$ cat src/rtl/scc_defs.vh
`ifndef SCC_DEFS_VH
`define SCC_DEFS_VH

// register addresses
`define SCC_ADDR_ONCHIP_OSC_MODE   16'hffa0
`define SCC_ADDR_MAIN_CLOCK_MODE   16'hffa1
`define SCC_ADDR_MAIN_OSC_CONTROL  16'hffa2
`define SCC_ADDR_STAB_STATUS       16'hffa3
`define SCC_ADDR_WAIT_SELECT       16'hffa4
`define SCC_ADDR_PROC_CLOCK_CTRL   16'hfffb

// reset values
`define SCC_RST_WAIT_SELECT        8'h05
`define SCC_RST_WAIT_FIELD         3'h5
`define SCC_RST_ZERO               8'h00

// field positions
`define SCC_BIT_ONCHIP_STOP        0
`define SCC_BIT_CPU_CLK_SEL        0
`define SCC_BIT_CPU_CLK_STATUS     1
`define SCC_BIT_MAIN_STOP          7
`define SCC_BIT_PCC_MAIN_STOP      7
`define SCC_BIT_FEEDBACK_DIS       6
`define SCC_BIT_SUBSYS_SEL         4

// wait select codes
`define SCC_WAIT_2E11              3'h1
`define SCC_WAIT_2E13              3'h2
`define SCC_WAIT_2E14              3'h3
`define SCC_WAIT_2E15              3'h4
`define SCC_WAIT_2E16              3'h5

// stabilization thresholds in main crystal cycles
`define SCC_CNT_2E11               17'h00800
`define SCC_CNT_2E13               17'h02000
`define SCC_CNT_2E14               17'h04000
`define SCC_CNT_2E15               17'h08000
`define SCC_CNT_2E16               17'h10000

// cpu clock hold-off after reset, on-chip oscillator cycles
`define SCC_HOLDOFF_CYCLES         5'h11

`endif

$ cat src/rtl/scc_clock_ctrl.v
`timescale 1ns/1ps
`include "scc_defs.vh"

// Operation
// - stop release waits selected time only if main crystal ran the cpu.
// - reset loads wait select register with 05h.
// - codes 1..5 select 2^11,2^13,2^14,2^15,2^16 crystal cycles.
// - counter stops at selected wait; status never goes beyond it.
// - counting starts when oscillation begins, not at stop release.
// - on-chip oscillator starts once reset is released; its stop bit halts it when the cpu runs on main crystal or subsystem.
// - prescaler divides the clock that currently feeds the cpu.
// - reset clears cpu clock select so on-chip oscillator runs cpu.
// - cpu clock gated for 17 on-chip cycles after reset release.
// - both oscillators stopped while reset is asserted.
// - read-only bit 1 of main clock mode shows clock in use.
// - on subsystem clock, crystal via pcc; halt allowed, stop refused.
// - status bit reads 0 on on-chip oscillator, 1 on main crystal.
// - counter status bits set in order from shortest, stay set.
module scc_clock_ctrl #(
   parameter ONCHIP_STOPPABLE = 1
) (
   clk,
   rst_b,
   sfr_addr,
   sfr_wr,
   sfr_wdata,
   sfr_rd,
   sfr_rdata_ff,
   stop_req,
   wake_req,
   osc_started,
   xtal_tick,
   onchip_tick,
   cpu_clk_en_ff,
   main_osc_run_ff,
   onchip_osc_run_ff,
   presc_main_sel_ff,
   cpu_on_subsys_ff,
   in_stop_ff,
   feedback_dis_ff
);
   input  wire          clk;
   input  wire          rst_b;
   input  wire [15:0]   sfr_addr;
   input  wire          sfr_wr;
   input  wire [7:0]    sfr_wdata;
   input  wire          sfr_rd;
   output reg  [7:0]    sfr_rdata_ff;
   input  wire          stop_req;
   input  wire          wake_req;
   input  wire          osc_started;
   input  wire          xtal_tick;
   input  wire          onchip_tick;
   output reg           cpu_clk_en_ff;
   output reg           main_osc_run_ff;
   output reg           onchip_osc_run_ff;
   output reg           presc_main_sel_ff;
   output reg           cpu_on_subsys_ff;
   output reg           in_stop_ff;
   output reg           feedback_dis_ff;

   reg  [2:0]    wait_sel_ff;
   reg           onchip_stop_ff;
   reg           cpu_sel_ff;
   reg           cpu_status_ff;
   reg           main_stop_ff;
   reg  [7:0]    pcc_ff;
   reg  [4:0]    holdoff_ff;
   reg           stop_on_main_ff;
   reg           waking_ff;
   wire [4:0]    stab_status;
   wire          limit_done;
   wire          holdoff_done;
   wire          subsys;
   wire          stop_ok;
   wire          cnt_clr;
   wire          wr_hit_moc;
   wire          wr_hit_pcc;

   ////////////////////////////////////////////////////////////////////////
   // register writes and clock state
   assign subsys       = pcc_ff[`SCC_BIT_SUBSYS_SEL];
   assign stop_ok      = stop_req && !subsys && !in_stop_ff;
   assign holdoff_done = (holdoff_ff == `SCC_HOLDOFF_CYCLES);
   assign wr_hit_moc   = sfr_wr && (sfr_addr == `SCC_ADDR_MAIN_OSC_CONTROL);
   assign wr_hit_pcc   = sfr_wr && (sfr_addr == `SCC_ADDR_PROC_CLOCK_CTRL);
   assign cnt_clr      = stop_ok
                       || (wr_hit_moc && sfr_wdata[`SCC_BIT_MAIN_STOP] && !main_stop_ff)
                       || (wr_hit_pcc && sfr_wdata[`SCC_BIT_PCC_MAIN_STOP] && !pcc_ff[7]);

   always @(posedge clk) begin
      if (!rst_b) begin
         wait_sel_ff     <= `SCC_RST_WAIT_FIELD;
         onchip_stop_ff  <= 1'b0;
         cpu_sel_ff      <= 1'b0;
         cpu_status_ff   <= 1'b0;
         main_stop_ff    <= 1'b0;
         pcc_ff          <= `SCC_RST_ZERO;
         holdoff_ff      <= 5'h00;
         stop_on_main_ff <= 1'b0;
         waking_ff       <= 1'b0;
         in_stop_ff      <= 1'b0;
      end else begin
         if (sfr_wr) begin
            case (sfr_addr)
               `SCC_ADDR_WAIT_SELECT:     wait_sel_ff    <= sfr_wdata[2:0];
               `SCC_ADDR_ONCHIP_OSC_MODE: onchip_stop_ff <= sfr_wdata[`SCC_BIT_ONCHIP_STOP];
               `SCC_ADDR_MAIN_CLOCK_MODE: cpu_sel_ff     <= sfr_wdata[`SCC_BIT_CPU_CLK_SEL];
               `SCC_ADDR_MAIN_OSC_CONTROL: main_stop_ff  <= sfr_wdata[`SCC_BIT_MAIN_STOP];
               `SCC_ADDR_PROC_CLOCK_CTRL: pcc_ff         <= sfr_wdata & 8'hd0;
               default: ;
            endcase
         end
         // status follows the selection one cycle later, gated or not
         cpu_status_ff <= cpu_sel_ff;
         if (!holdoff_done && onchip_tick) begin
            holdoff_ff <= holdoff_ff + 5'h01;
         end
         if (stop_ok) begin
            in_stop_ff      <= 1'b1;
            stop_on_main_ff <= cpu_status_ff;
         end else if (in_stop_ff && wake_req) begin
            in_stop_ff <= 1'b0;
            waking_ff  <= stop_on_main_ff;
         end else if (waking_ff && limit_done) begin
            waking_ff <= 1'b0;
         end
      end
   end

   ////////////////////////////////////////////////////////////////////////
   // stabilization counter
   scc_stab_counter #(
      .CW (17)
   ) u_stab (
      .clk        (clk),
      .rst_b      (rst_b),
      .clr        (cnt_clr),
      .count_en   (main_osc_run_ff && osc_started),
      .xtal_tick  (xtal_tick),
      .wait_sel   (wait_sel_ff),
      .status     (stab_status),
      .limit_done (limit_done)
   );

   ////////////////////////////////////////////////////////////////////////
   // outputs
   always @(posedge clk) begin
      if (!rst_b) begin
         cpu_clk_en_ff     <= 1'b0;
         main_osc_run_ff   <= 1'b0;
         onchip_osc_run_ff <= 1'b0;
         presc_main_sel_ff <= 1'b0;
         cpu_on_subsys_ff  <= 1'b0;
         feedback_dis_ff   <= 1'b0;
         sfr_rdata_ff      <= 8'h00;
      end else begin
         cpu_clk_en_ff     <= holdoff_done && !in_stop_ff && !(waking_ff && !limit_done);
         main_osc_run_ff   <= !in_stop_ff
                              && !(main_stop_ff && !cpu_status_ff && !subsys)
                              && !(pcc_ff[`SCC_BIT_PCC_MAIN_STOP] && subsys);
         onchip_osc_run_ff <= !((ONCHIP_STOPPABLE != 0) && onchip_stop_ff
                                && (cpu_status_ff || subsys)) || !holdoff_done;
         presc_main_sel_ff <= cpu_status_ff;
         cpu_on_subsys_ff  <= subsys;
         feedback_dis_ff   <= pcc_ff[`SCC_BIT_FEEDBACK_DIS];
         if (sfr_rd) begin
            case (sfr_addr)
               `SCC_ADDR_WAIT_SELECT:      sfr_rdata_ff <= {5'h00, wait_sel_ff};
               `SCC_ADDR_ONCHIP_OSC_MODE:  sfr_rdata_ff <= {7'h00, onchip_stop_ff};
               `SCC_ADDR_MAIN_CLOCK_MODE:  sfr_rdata_ff <= {6'h00, cpu_status_ff, cpu_sel_ff};
               `SCC_ADDR_MAIN_OSC_CONTROL: sfr_rdata_ff <= {main_stop_ff, 7'h00};
               `SCC_ADDR_STAB_STATUS:      sfr_rdata_ff <= {3'h0, stab_status};
               `SCC_ADDR_PROC_CLOCK_CTRL:  sfr_rdata_ff <= pcc_ff;
               default:                    sfr_rdata_ff <= 8'h00;
            endcase
         end
      end
   end
endmodule

$ cat src/rtl/scc_stab_counter.v
`timescale 1ns/1ps
`include "scc_defs.vh"

module scc_stab_counter #(
   parameter CW = 17
) (
   clk,
   rst_b,
   clr,
   count_en,
   xtal_tick,
   wait_sel,
   status,
   limit_done
);
   input  wire          clk;
   input  wire          rst_b;
   input  wire          clr;
   input  wire          count_en;
   input  wire          xtal_tick;
   input  wire [2:0]    wait_sel;
   output wire [4:0]    status;
   output wire          limit_done;

   reg  [CW-1:0] cnt_ff;
   reg  [CW-1:0] nxt_cnt;
   reg  [4:0]    status_ff;
   reg  [4:0]    nxt_status;
   reg  [CW-1:0] limit;

   ////////////////////////////////////////////////////////////////////////
   always @* begin
      case (wait_sel)
         `SCC_WAIT_2E11: limit = `SCC_CNT_2E11;
         `SCC_WAIT_2E13: limit = `SCC_CNT_2E13;
         `SCC_WAIT_2E14: limit = `SCC_CNT_2E14;
         `SCC_WAIT_2E15: limit = `SCC_CNT_2E15;
         default:        limit = `SCC_CNT_2E16;
      endcase
   end

   assign limit_done = (cnt_ff >= limit);

   always @* begin
      nxt_cnt    = cnt_ff;
      nxt_status = status_ff;
      if (clr) begin
         nxt_cnt    = {CW{1'b0}};
         nxt_status = 5'h00;
      end else begin
         // counts only once oscillation runs, never past the limit
         if (count_en && xtal_tick && !limit_done) begin
            nxt_cnt = cnt_ff + {{(CW-1){1'b0}}, 1'b1};
         end
         // sticky, shortest threshold first
         nxt_status = status_ff | {nxt_cnt >= `SCC_CNT_2E11, nxt_cnt >= `SCC_CNT_2E13,
                                   nxt_cnt >= `SCC_CNT_2E14, nxt_cnt >= `SCC_CNT_2E15,
                                   nxt_cnt >= `SCC_CNT_2E16};
      end
   end

   always @(posedge clk) begin
      if (!rst_b) begin
         cnt_ff    <= {CW{1'b0}};
         status_ff <= 5'h00;
      end else begin
         cnt_ff    <= nxt_cnt;
         status_ff <= nxt_status;
      end
   end

   assign status = status_ff;
endmodule

$ cat config.mk
export PLATFORM = sky130hd
export DESIGN_NAME = scc_clock_ctrl
export DESIGN_NICKNAME = d
export VERILOG_FILES = /design/src/rtl/scc_clock_ctrl.v /design/src/rtl/scc_stab_counter.v
export VERILOG_INCLUDE_DIRS = /design/src /design/src/rtl
export SDC_FILE = /design/constraint.sdc
export NUM_CORES = 1
export LEC_CHECK = 0
export ABC_AREA = 1
export ABC_CLOCK_PERIOD_IN_PS = 2600
export BUFFER_PORTS_ARGS = -buffer_cell sky130_fd_sc_hd__buf_2
export CAP_MARGIN = 20
export CORE_ASPECT_RATIO = 0.6
export CORE_UTILIZATION = 55
export CTS_BUF_LIST = sky130_fd_sc_hd__clkbuf_16
export DETAILED_ROUTE_END_ITERATION = 10
export PLACE_DENSITY = 0.79
export SKIP_CTS_REPAIR_TIMING = 1
export SYNTH_ARGS = -nofsm -noshare
export SYNTH_HDL_FRONTEND = slang
export SYNTH_SLANG_ARGS = --single-unit
$ cat constraint.sdc
create_clock -name clk -period 2.6 [get_ports clk]
set_clock_uncertainty 0.1 [all_clocks]
set_input_delay 0.26 -clock clk [delete_from_list [all_inputs] [get_ports clk]]
set_output_delay 0.26 -clock clk [all_outputs]
set_load 0.005 [all_outputs]
# After elaboration in Yosys (flattened, before gate mapping)
# Index checks and enable logic that the tools add are counted.
[word_totals]
register_bits = 54
input_bits = 33
output_inout_bits = 15
wordCells = 96
[classes]
addsub = 2
order_cmp = 6
n_eq_ne = 11
n_mux = 8
bitwise_logic = 3
reduce_logical = 47
[ops]
columns = ["op", "count"]
rows = [
  ["16-bit == test, second input constant", 6],
  ["17-bit case mux with 4 select lines", 1],
  ["8-bit case mux with 6 select lines", 1],
  ["17-bit 2-to-1 mux", 2],
  ["1-bit logical AND", 23],
  ["17-bit by 1-bit adder with 17-bit output, second input constant", 1],
  ["17-bit by 12-bit >= comparator with 1-bit output, second input constant", 1],
  ["17-bit by 14-bit >= comparator with 1-bit output, second input constant", 1],
  ["17-bit by 15-bit >= comparator with 1-bit output, second input constant", 1],
  ["17-bit by 16-bit >= comparator with 1-bit output, second input constant", 1],
  ["17-bit >= comparator", 1],
  ["17-bit >= comparator, second input constant", 1],
  ["2-bit AND reduction", 6],
  ["1-bit zero test", 11],
  ["3-bit by 2-bit == test with 1-bit output, second input constant", 2],
  ["5-bit by 1-bit adder with 5-bit output, second input constant", 1],
  ["5-bit == test, second input constant", 1],
  ["5-bit bitwise OR", 1],
  ["1-bit logical OR", 4],
  ["1-bit 2-to-1 mux", 4],
  ["2-bit nonzero test", 2],
  ["3-bit by 1-bit == test with 1-bit output, second input constant", 1],
  ["3-bit == test, second input constant", 1],
  ["1-bit inverter", 2],
  ["2-bit OR reduction", 1],
]

# Depth between registers and ports, before layout
[depth]
word_depth = 9
ltp_mapped = 17
mapped_depth_nobuf = 17

# Cells and area by module
# From an unflattened synthesis, not the netlist that was laid out.
[hier_totals]
hier_cells = 448
area_unflattened_um2 = 2990.4
[by_module_without_submodules]
columns = ["module", "n_inst", "cells_each", "area_each_um2", "seq_area_each_um2"]
rows = [
  ["scc_clock_ctrl", 1, 219, 1531.5, 620.6],
  ["scc_stab_counter", 1, 229, 1458.9, 440.4],
]

# Least setup slack after synthesis
# No wires, ideal clock.
[synth_path]
path_type = "reg-to-reg"
startpoint = "reg wait_sel_ff[1]"
endpoint = "reg u_stab.status_ff[4] (netlist: u_stab.status[4])"
t_arrival_ps = 1931
path_slack_ps = 460
path_stages_with_launch = 17
n_path_buf = 1
cell_sequence = "dfxtp_1 > nor3_1 > nand3b_1 > ha_1 > nand2_1 > inv_2 > nand2_1 > nand2_2 > nor2_8 > nand3_4 > buf_6 > nand2_1 > nand2_1 > nor2_2 > nand3_1 > nand2_1 > inv_1"
[synth_via]
elab_chain_cells = 9
elab_cells_between_ends = 12
cone_classes = "2 x order compare; 4 x eq/ne; 3 x mux; 1 x bitwise; 2 x reduce/logical"
[synth_lines]
columns = ["item", "line_no", "source"]
rows = [
  ["start: declaration", "scc_clock_ctrl.v:62", "reg [2:0] wait_sel_ff;"],
  ["start signal: assignment", "scc_clock_ctrl.v:93", "wait_sel_ff <= `SCC_RST_WAIT_FIELD;"],
  ["start signal: assignment", "scc_clock_ctrl.v:106", "`SCC_ADDR_WAIT_SELECT: wait_sel_ff <= sfr_wdata[2:0];"],
  ["3-bit == test (tied with other cells)", "scc_stab_counter.v:33", "case (wait_sel)"],
  ["17-bit case mux with 4 select lines (*)", "scc_stab_counter.v:33", ""],
  ["17-bit >= comparator (*)", "scc_stab_counter.v:42", "assign limit_done = (cnt_ff >= limit);"],
  ["1-bit zero test (*)", "scc_stab_counter.v:52", "if (count_en && xtal_tick && !limit_done) begin"],
  ["1-bit logical AND (*)", "scc_stab_counter.v:52", ""],
  ["17-bit 2-to-1 mux (*)", "scc_stab_counter.v:52", ""],
  ["17-bit 2-to-1 mux (*)", "scc_stab_counter.v:47", "if (clr) begin"],
  ["17-bit by 12-bit >= comparator with 1-bit output (no source line) (*)", "--", ""],
  ["5-bit bitwise OR (*)", "scc_stab_counter.v:56", "nxt_status = status_ff | {nxt_cnt >= `SCC_CNT_2E11, nxt_cnt >= `SCC_CNT_2E13,"],
  ["end signal: assignment", "scc_stab_counter.v:68", "status_ff <= nxt_status;"],
  ["end: declaration", "scc_stab_counter.v:27", "reg [4:0] status_ff;"],
]
# Mark *: on every way between the ends. The rest lies on a longest branch, timed or not. The select of a mux whose other input is x is not followed.
# A chain may end at the register's enable or synchronous reset.

# Final worst setup path
[layout_path]
startpoint = "reg wait_sel_ff[0]"
endpoint = "reg u_stab.status_ff[4] (netlist: u_stab.status[4])"
# The elaborated chain is that of the path after synthesis.

==> results list <==
- Critical Path Sink Type: flip-flop
- In this run the worst path has a maximum fanout of 7.
* Maximum level of the CTS H-tree: 2
- Worst path arrival time: 2580 ps
* Starting utilization of the core area: 58.3%
- Measured on the finished design, the core utilization comes to approximately two thirds.
- Drt pass-1 iters: 5
- Final period utilization: about 94%
- Of the total power, the clock network draws between 40% and 50%.
- For this run the aggregate overflow at the end of global routing stands at 0.
* Placed Instances: 550
- Drt via density: between 5 and 6
- Number of buffers created by CTS: 5
- Wire length of the first global-routing pass: 11700 microns
- Global routing used 25.9% of the available tracks.
- Clock tree synthesis found a total of 53 sinks.
- Input and output buffers added on the ports amount to between 40 and 50.
- Detailed-routing wirelength on met1: 3550 microns
- Layout Area Growth over Synthesis: 15.4%
- The count of endpoints failing hold in the final timing report came to 0.
* Worst voltage drop across the vdd grid: 0.000292 V
* LEAKAGE: 1.51 nW
* Total Nets Final: 536
* Post-synthesis instance total: 447
- DRC violation count after routing: 0
* CP required: 2740 ps
* DIE AREA: 5780 sq um
* Detailed Place HPWL: 5600 microns
- Clock Path Buffers: 2
- The core region is about 5200 sq um.
- Final weighted congestion of routability-driven global placement: about 0.94
- Antenna violations before repair: 0
- The number of antenna diodes in the final layout is 0.
* CTS Root Buffer Type: clkbuf_16
- Register area share after synthesis: 35.3%
- Type of the setup path with the least slack: reg2reg
* Total standard cell area after synthesis: 3010 sq um
- Number of global-route vias before repair: 2531
- Max capacitance violation total: 0
* Internal Dissipation: 0.00122 W
- Measured along the y axis, the die boundary spans 59.3 microns.
- Sw Pwr: 0.000385 W
- Class of the most critical hold timing path: in2reg
- Yosys Warn Count: 0
- Syn_nets: 489
* Synthesized area divided by synthesized cell count: approximately 6.7 sq um
* Post-route minimum period: 2440 ps
- Sequential cells account for 51.5% of the total power.
- The run finished with clean final reports.
- Clock transition at the registers of the reported paths: 70 ps
* # rows: 20
- Routed wl met3: 816 microns
- In this run the horizontal extent of the chip is 97.5 microns.
* Maximum clock frequency: 410 MHz
* Filler instances: ~440
* Number of distinct standard cells referenced by the synthesized netlist: 35
- Total Routed Length: 7360 microns
- Setup_tns: 0 ps
- Fraction of power spent switching nets: 24.0%
* Final setup violation count: 0
- Power spread over the standard cell area amounts to about 460 nW/um^2.
- DRT antenna net count: 0
- Setup repair after global routing missed its margin: no
* Count of state elements after synthesis: 53
* Actual transition at the worst max-transition pin: between 600 and 700 ps
* Share of final-layout standard cells stronger than drive strength 1: between 10% and 20%
- The detailed router used layers up to and including met4.
- Top-level I/O count: 48
- Combinational logic is responsible for 6.8% of the overall power.
- The final max-slew violation count was 0.
- After layout, the design draws a total of 0.00160 W.
* Largest net degree at the start of global routing: 21
* Startpoint type of the worst setup path: flip-flop
- Clock network latency to the later pin of the worst-skew pair: 290 ps
- The finished layout holds 561 standard cells, fillers aside.
* Vias after detailed routing: approximately 3k
* Wire length on met2: about 2900 microns
- After detailed routing, the average wire length per cell comes to 13.1 microns.
* TritonCTS clock tree: yes
- Relative slew margins: between 50% and 60%
- The first routing iteration left 269 violations.
-- logic make-up (layout without fill, tap and decap cells) --
| kind of cell | after synthesis | after routing | share of synthesized area [%] |
|---|---|---|---|
| AND/OR/NAND/NOR | 242 | 243 | 38.4 |
| other | 1 | 1 | 0.125 |
| AO/OA/AOI/OAI | 58 | 58 | 10.5 |
| flip-flops | 53 | 53 | 35.3 |
| XOR/XNOR | 5 | 5 | 1.46 |
| adder cells (fa/ha/maj) | 9 | 9 | 3.74 |
| buffers and inverters | 79 | 126 | 10.5 |
-- critical path, cell delays in order, from the launching register on --
cell      delay [ps]
dfxtp_2          340
inv_1             80
nor3_2           180
nand3b_1         130
ha_1             260
nand2_2          100
inv_2             50
nand2_1          100
nand2_2          100
nor2_8           170
nand3_4          160
buf_4            180
o21ai_2          160
nor2_2            70
nand3_1           80
nand2_1           60
inv_1             60
-- power groups by stage --
stage / registers (W) / clock network (W) / logic [W]
after floorplan: 0.000843 / 0 / 0.0000585
after global placement: 0.000844 / 0 / 0.000103
after detailed placement: 0.000844 / 0 / 0.000106
after CTS: 0.000825 / 0.000677 / 0.000106
after global routing: 0.000827 / 0.000715 / 0.000122
final: 0.000825 / 0.000668 / 0.000109
-- routing by layer --
metal  global-route usage, %  vias to the layer above
met4                    5.88                        0
met5                       0                        -
met1                    38.4                     1328
li1                        -                     1532
met3                    8.02                        7
met2                    36.4                      145
-- metrics by stage --
step | setup slack (ps) | cell area, sq um | hold WS (ps)
after global routing | 3.86 | 3470 | 120
after detailed placement | 113 | 3280 | 348
after global placement | 220 | 3280 | 342
final | 162 | 3470 | 100
after floorplan | 460 | 3010 | 290
after CTS | 59.0 | 3430 | 99.8
-- placed cells by master (no fill, tap or decap), drive strengths merged --
| cell | n |
|---|---|
| buf | 48 |
| dfxtp | 53 |
| nor2 | 57 |
| or2 | 2 |
| nand4 | 14 |
| o22ai | 3 |
| inv | 71 |
| xor2 | 4 |
| o221ai | 1 |
| clkinv | 1 |
| xnor2 | 1 |
| nand3b | 4 |
| ha | 9 |
| a31oi | 3 |
| nor3b | 1 |
| conb | 1 |
| o21ai | 15 |
| nand3 | 36 |
| nor3 | 16 |
| o211ai | 3 |
| clkinvlp | 1 |
| a21oi | 33 |
| clkbuf | 5 |
| nand2 | 113 |
-- final timing paths --
kind,startpoint,to,slack [ps],cells past startpoint
max,wait_sel_ff[0],u_stab.status[4],160,16
min,sfr_wdata[2],wait_sel_ff[2],100,3
max reg2reg,wait_sel_ff[0],u_stab.status[4],160,16
min reg2reg,sfr_rdata_ff[4],sfr_rdata_ff[4],360,2
-- layout make-up --
| cell class | count | area [sq um] | area share [%] |
|---|---|---|---|
| multi-input combinational | 316 | 1650 | 47.5 |
| inverter | 70 | 265 | 7.64 |
| sequential | 53 | 1060 | 30.6 |
| tap | 66 | 82.6 | 2.38 |
| timing repair buffer | 48 | 263 | 7.57 |
| clock inverter | 3 | 21.3 | 0.613 |
| clock buffer | 5 | 125 | 3.60 |
-- cells in the mapped netlist, drive strengths merged --
library cell | count | area [sq um]
clkbuf | 4 | 15.0
o211ai | 3 | 22.5
xor2 | 4 | 35.0
buf | 5 | 38.8
nand3b | 4 | 30.0
nor2 | 57 | 275
a31oi | 3 | 18.8
dfxtp | 53 | 1060
nor3 | 16 | 101
conb | 1 | 3.75
o221ai | 1 | 8.76
xnor2 | 1 | 8.76
ha | 9 | 113
a21oi | 33 | 169
inv | 70 | 263
or2 | 2 | 12.5
o22ai | 3 | 18.8
nand2 | 113 | 442
nor3b | 1 | 7.51
nand4 | 14 | 87.6
o21ai | 15 | 78.8
nand3 | 35 | 198
-- state kept, by name, indices dropped and copies added (netlist names), 3 cells and up --
| register | flops |
|---|---|
| holdoff_ff | 5 |
| pcc_ff | 3 |
| sfr_rdata_ff | 7 |
| u_stab.cnt_ff | 17 |
| u_stab.status | 5 |
| wait_sel_ff | 3 |
Power figures use the tool's default switching activity.
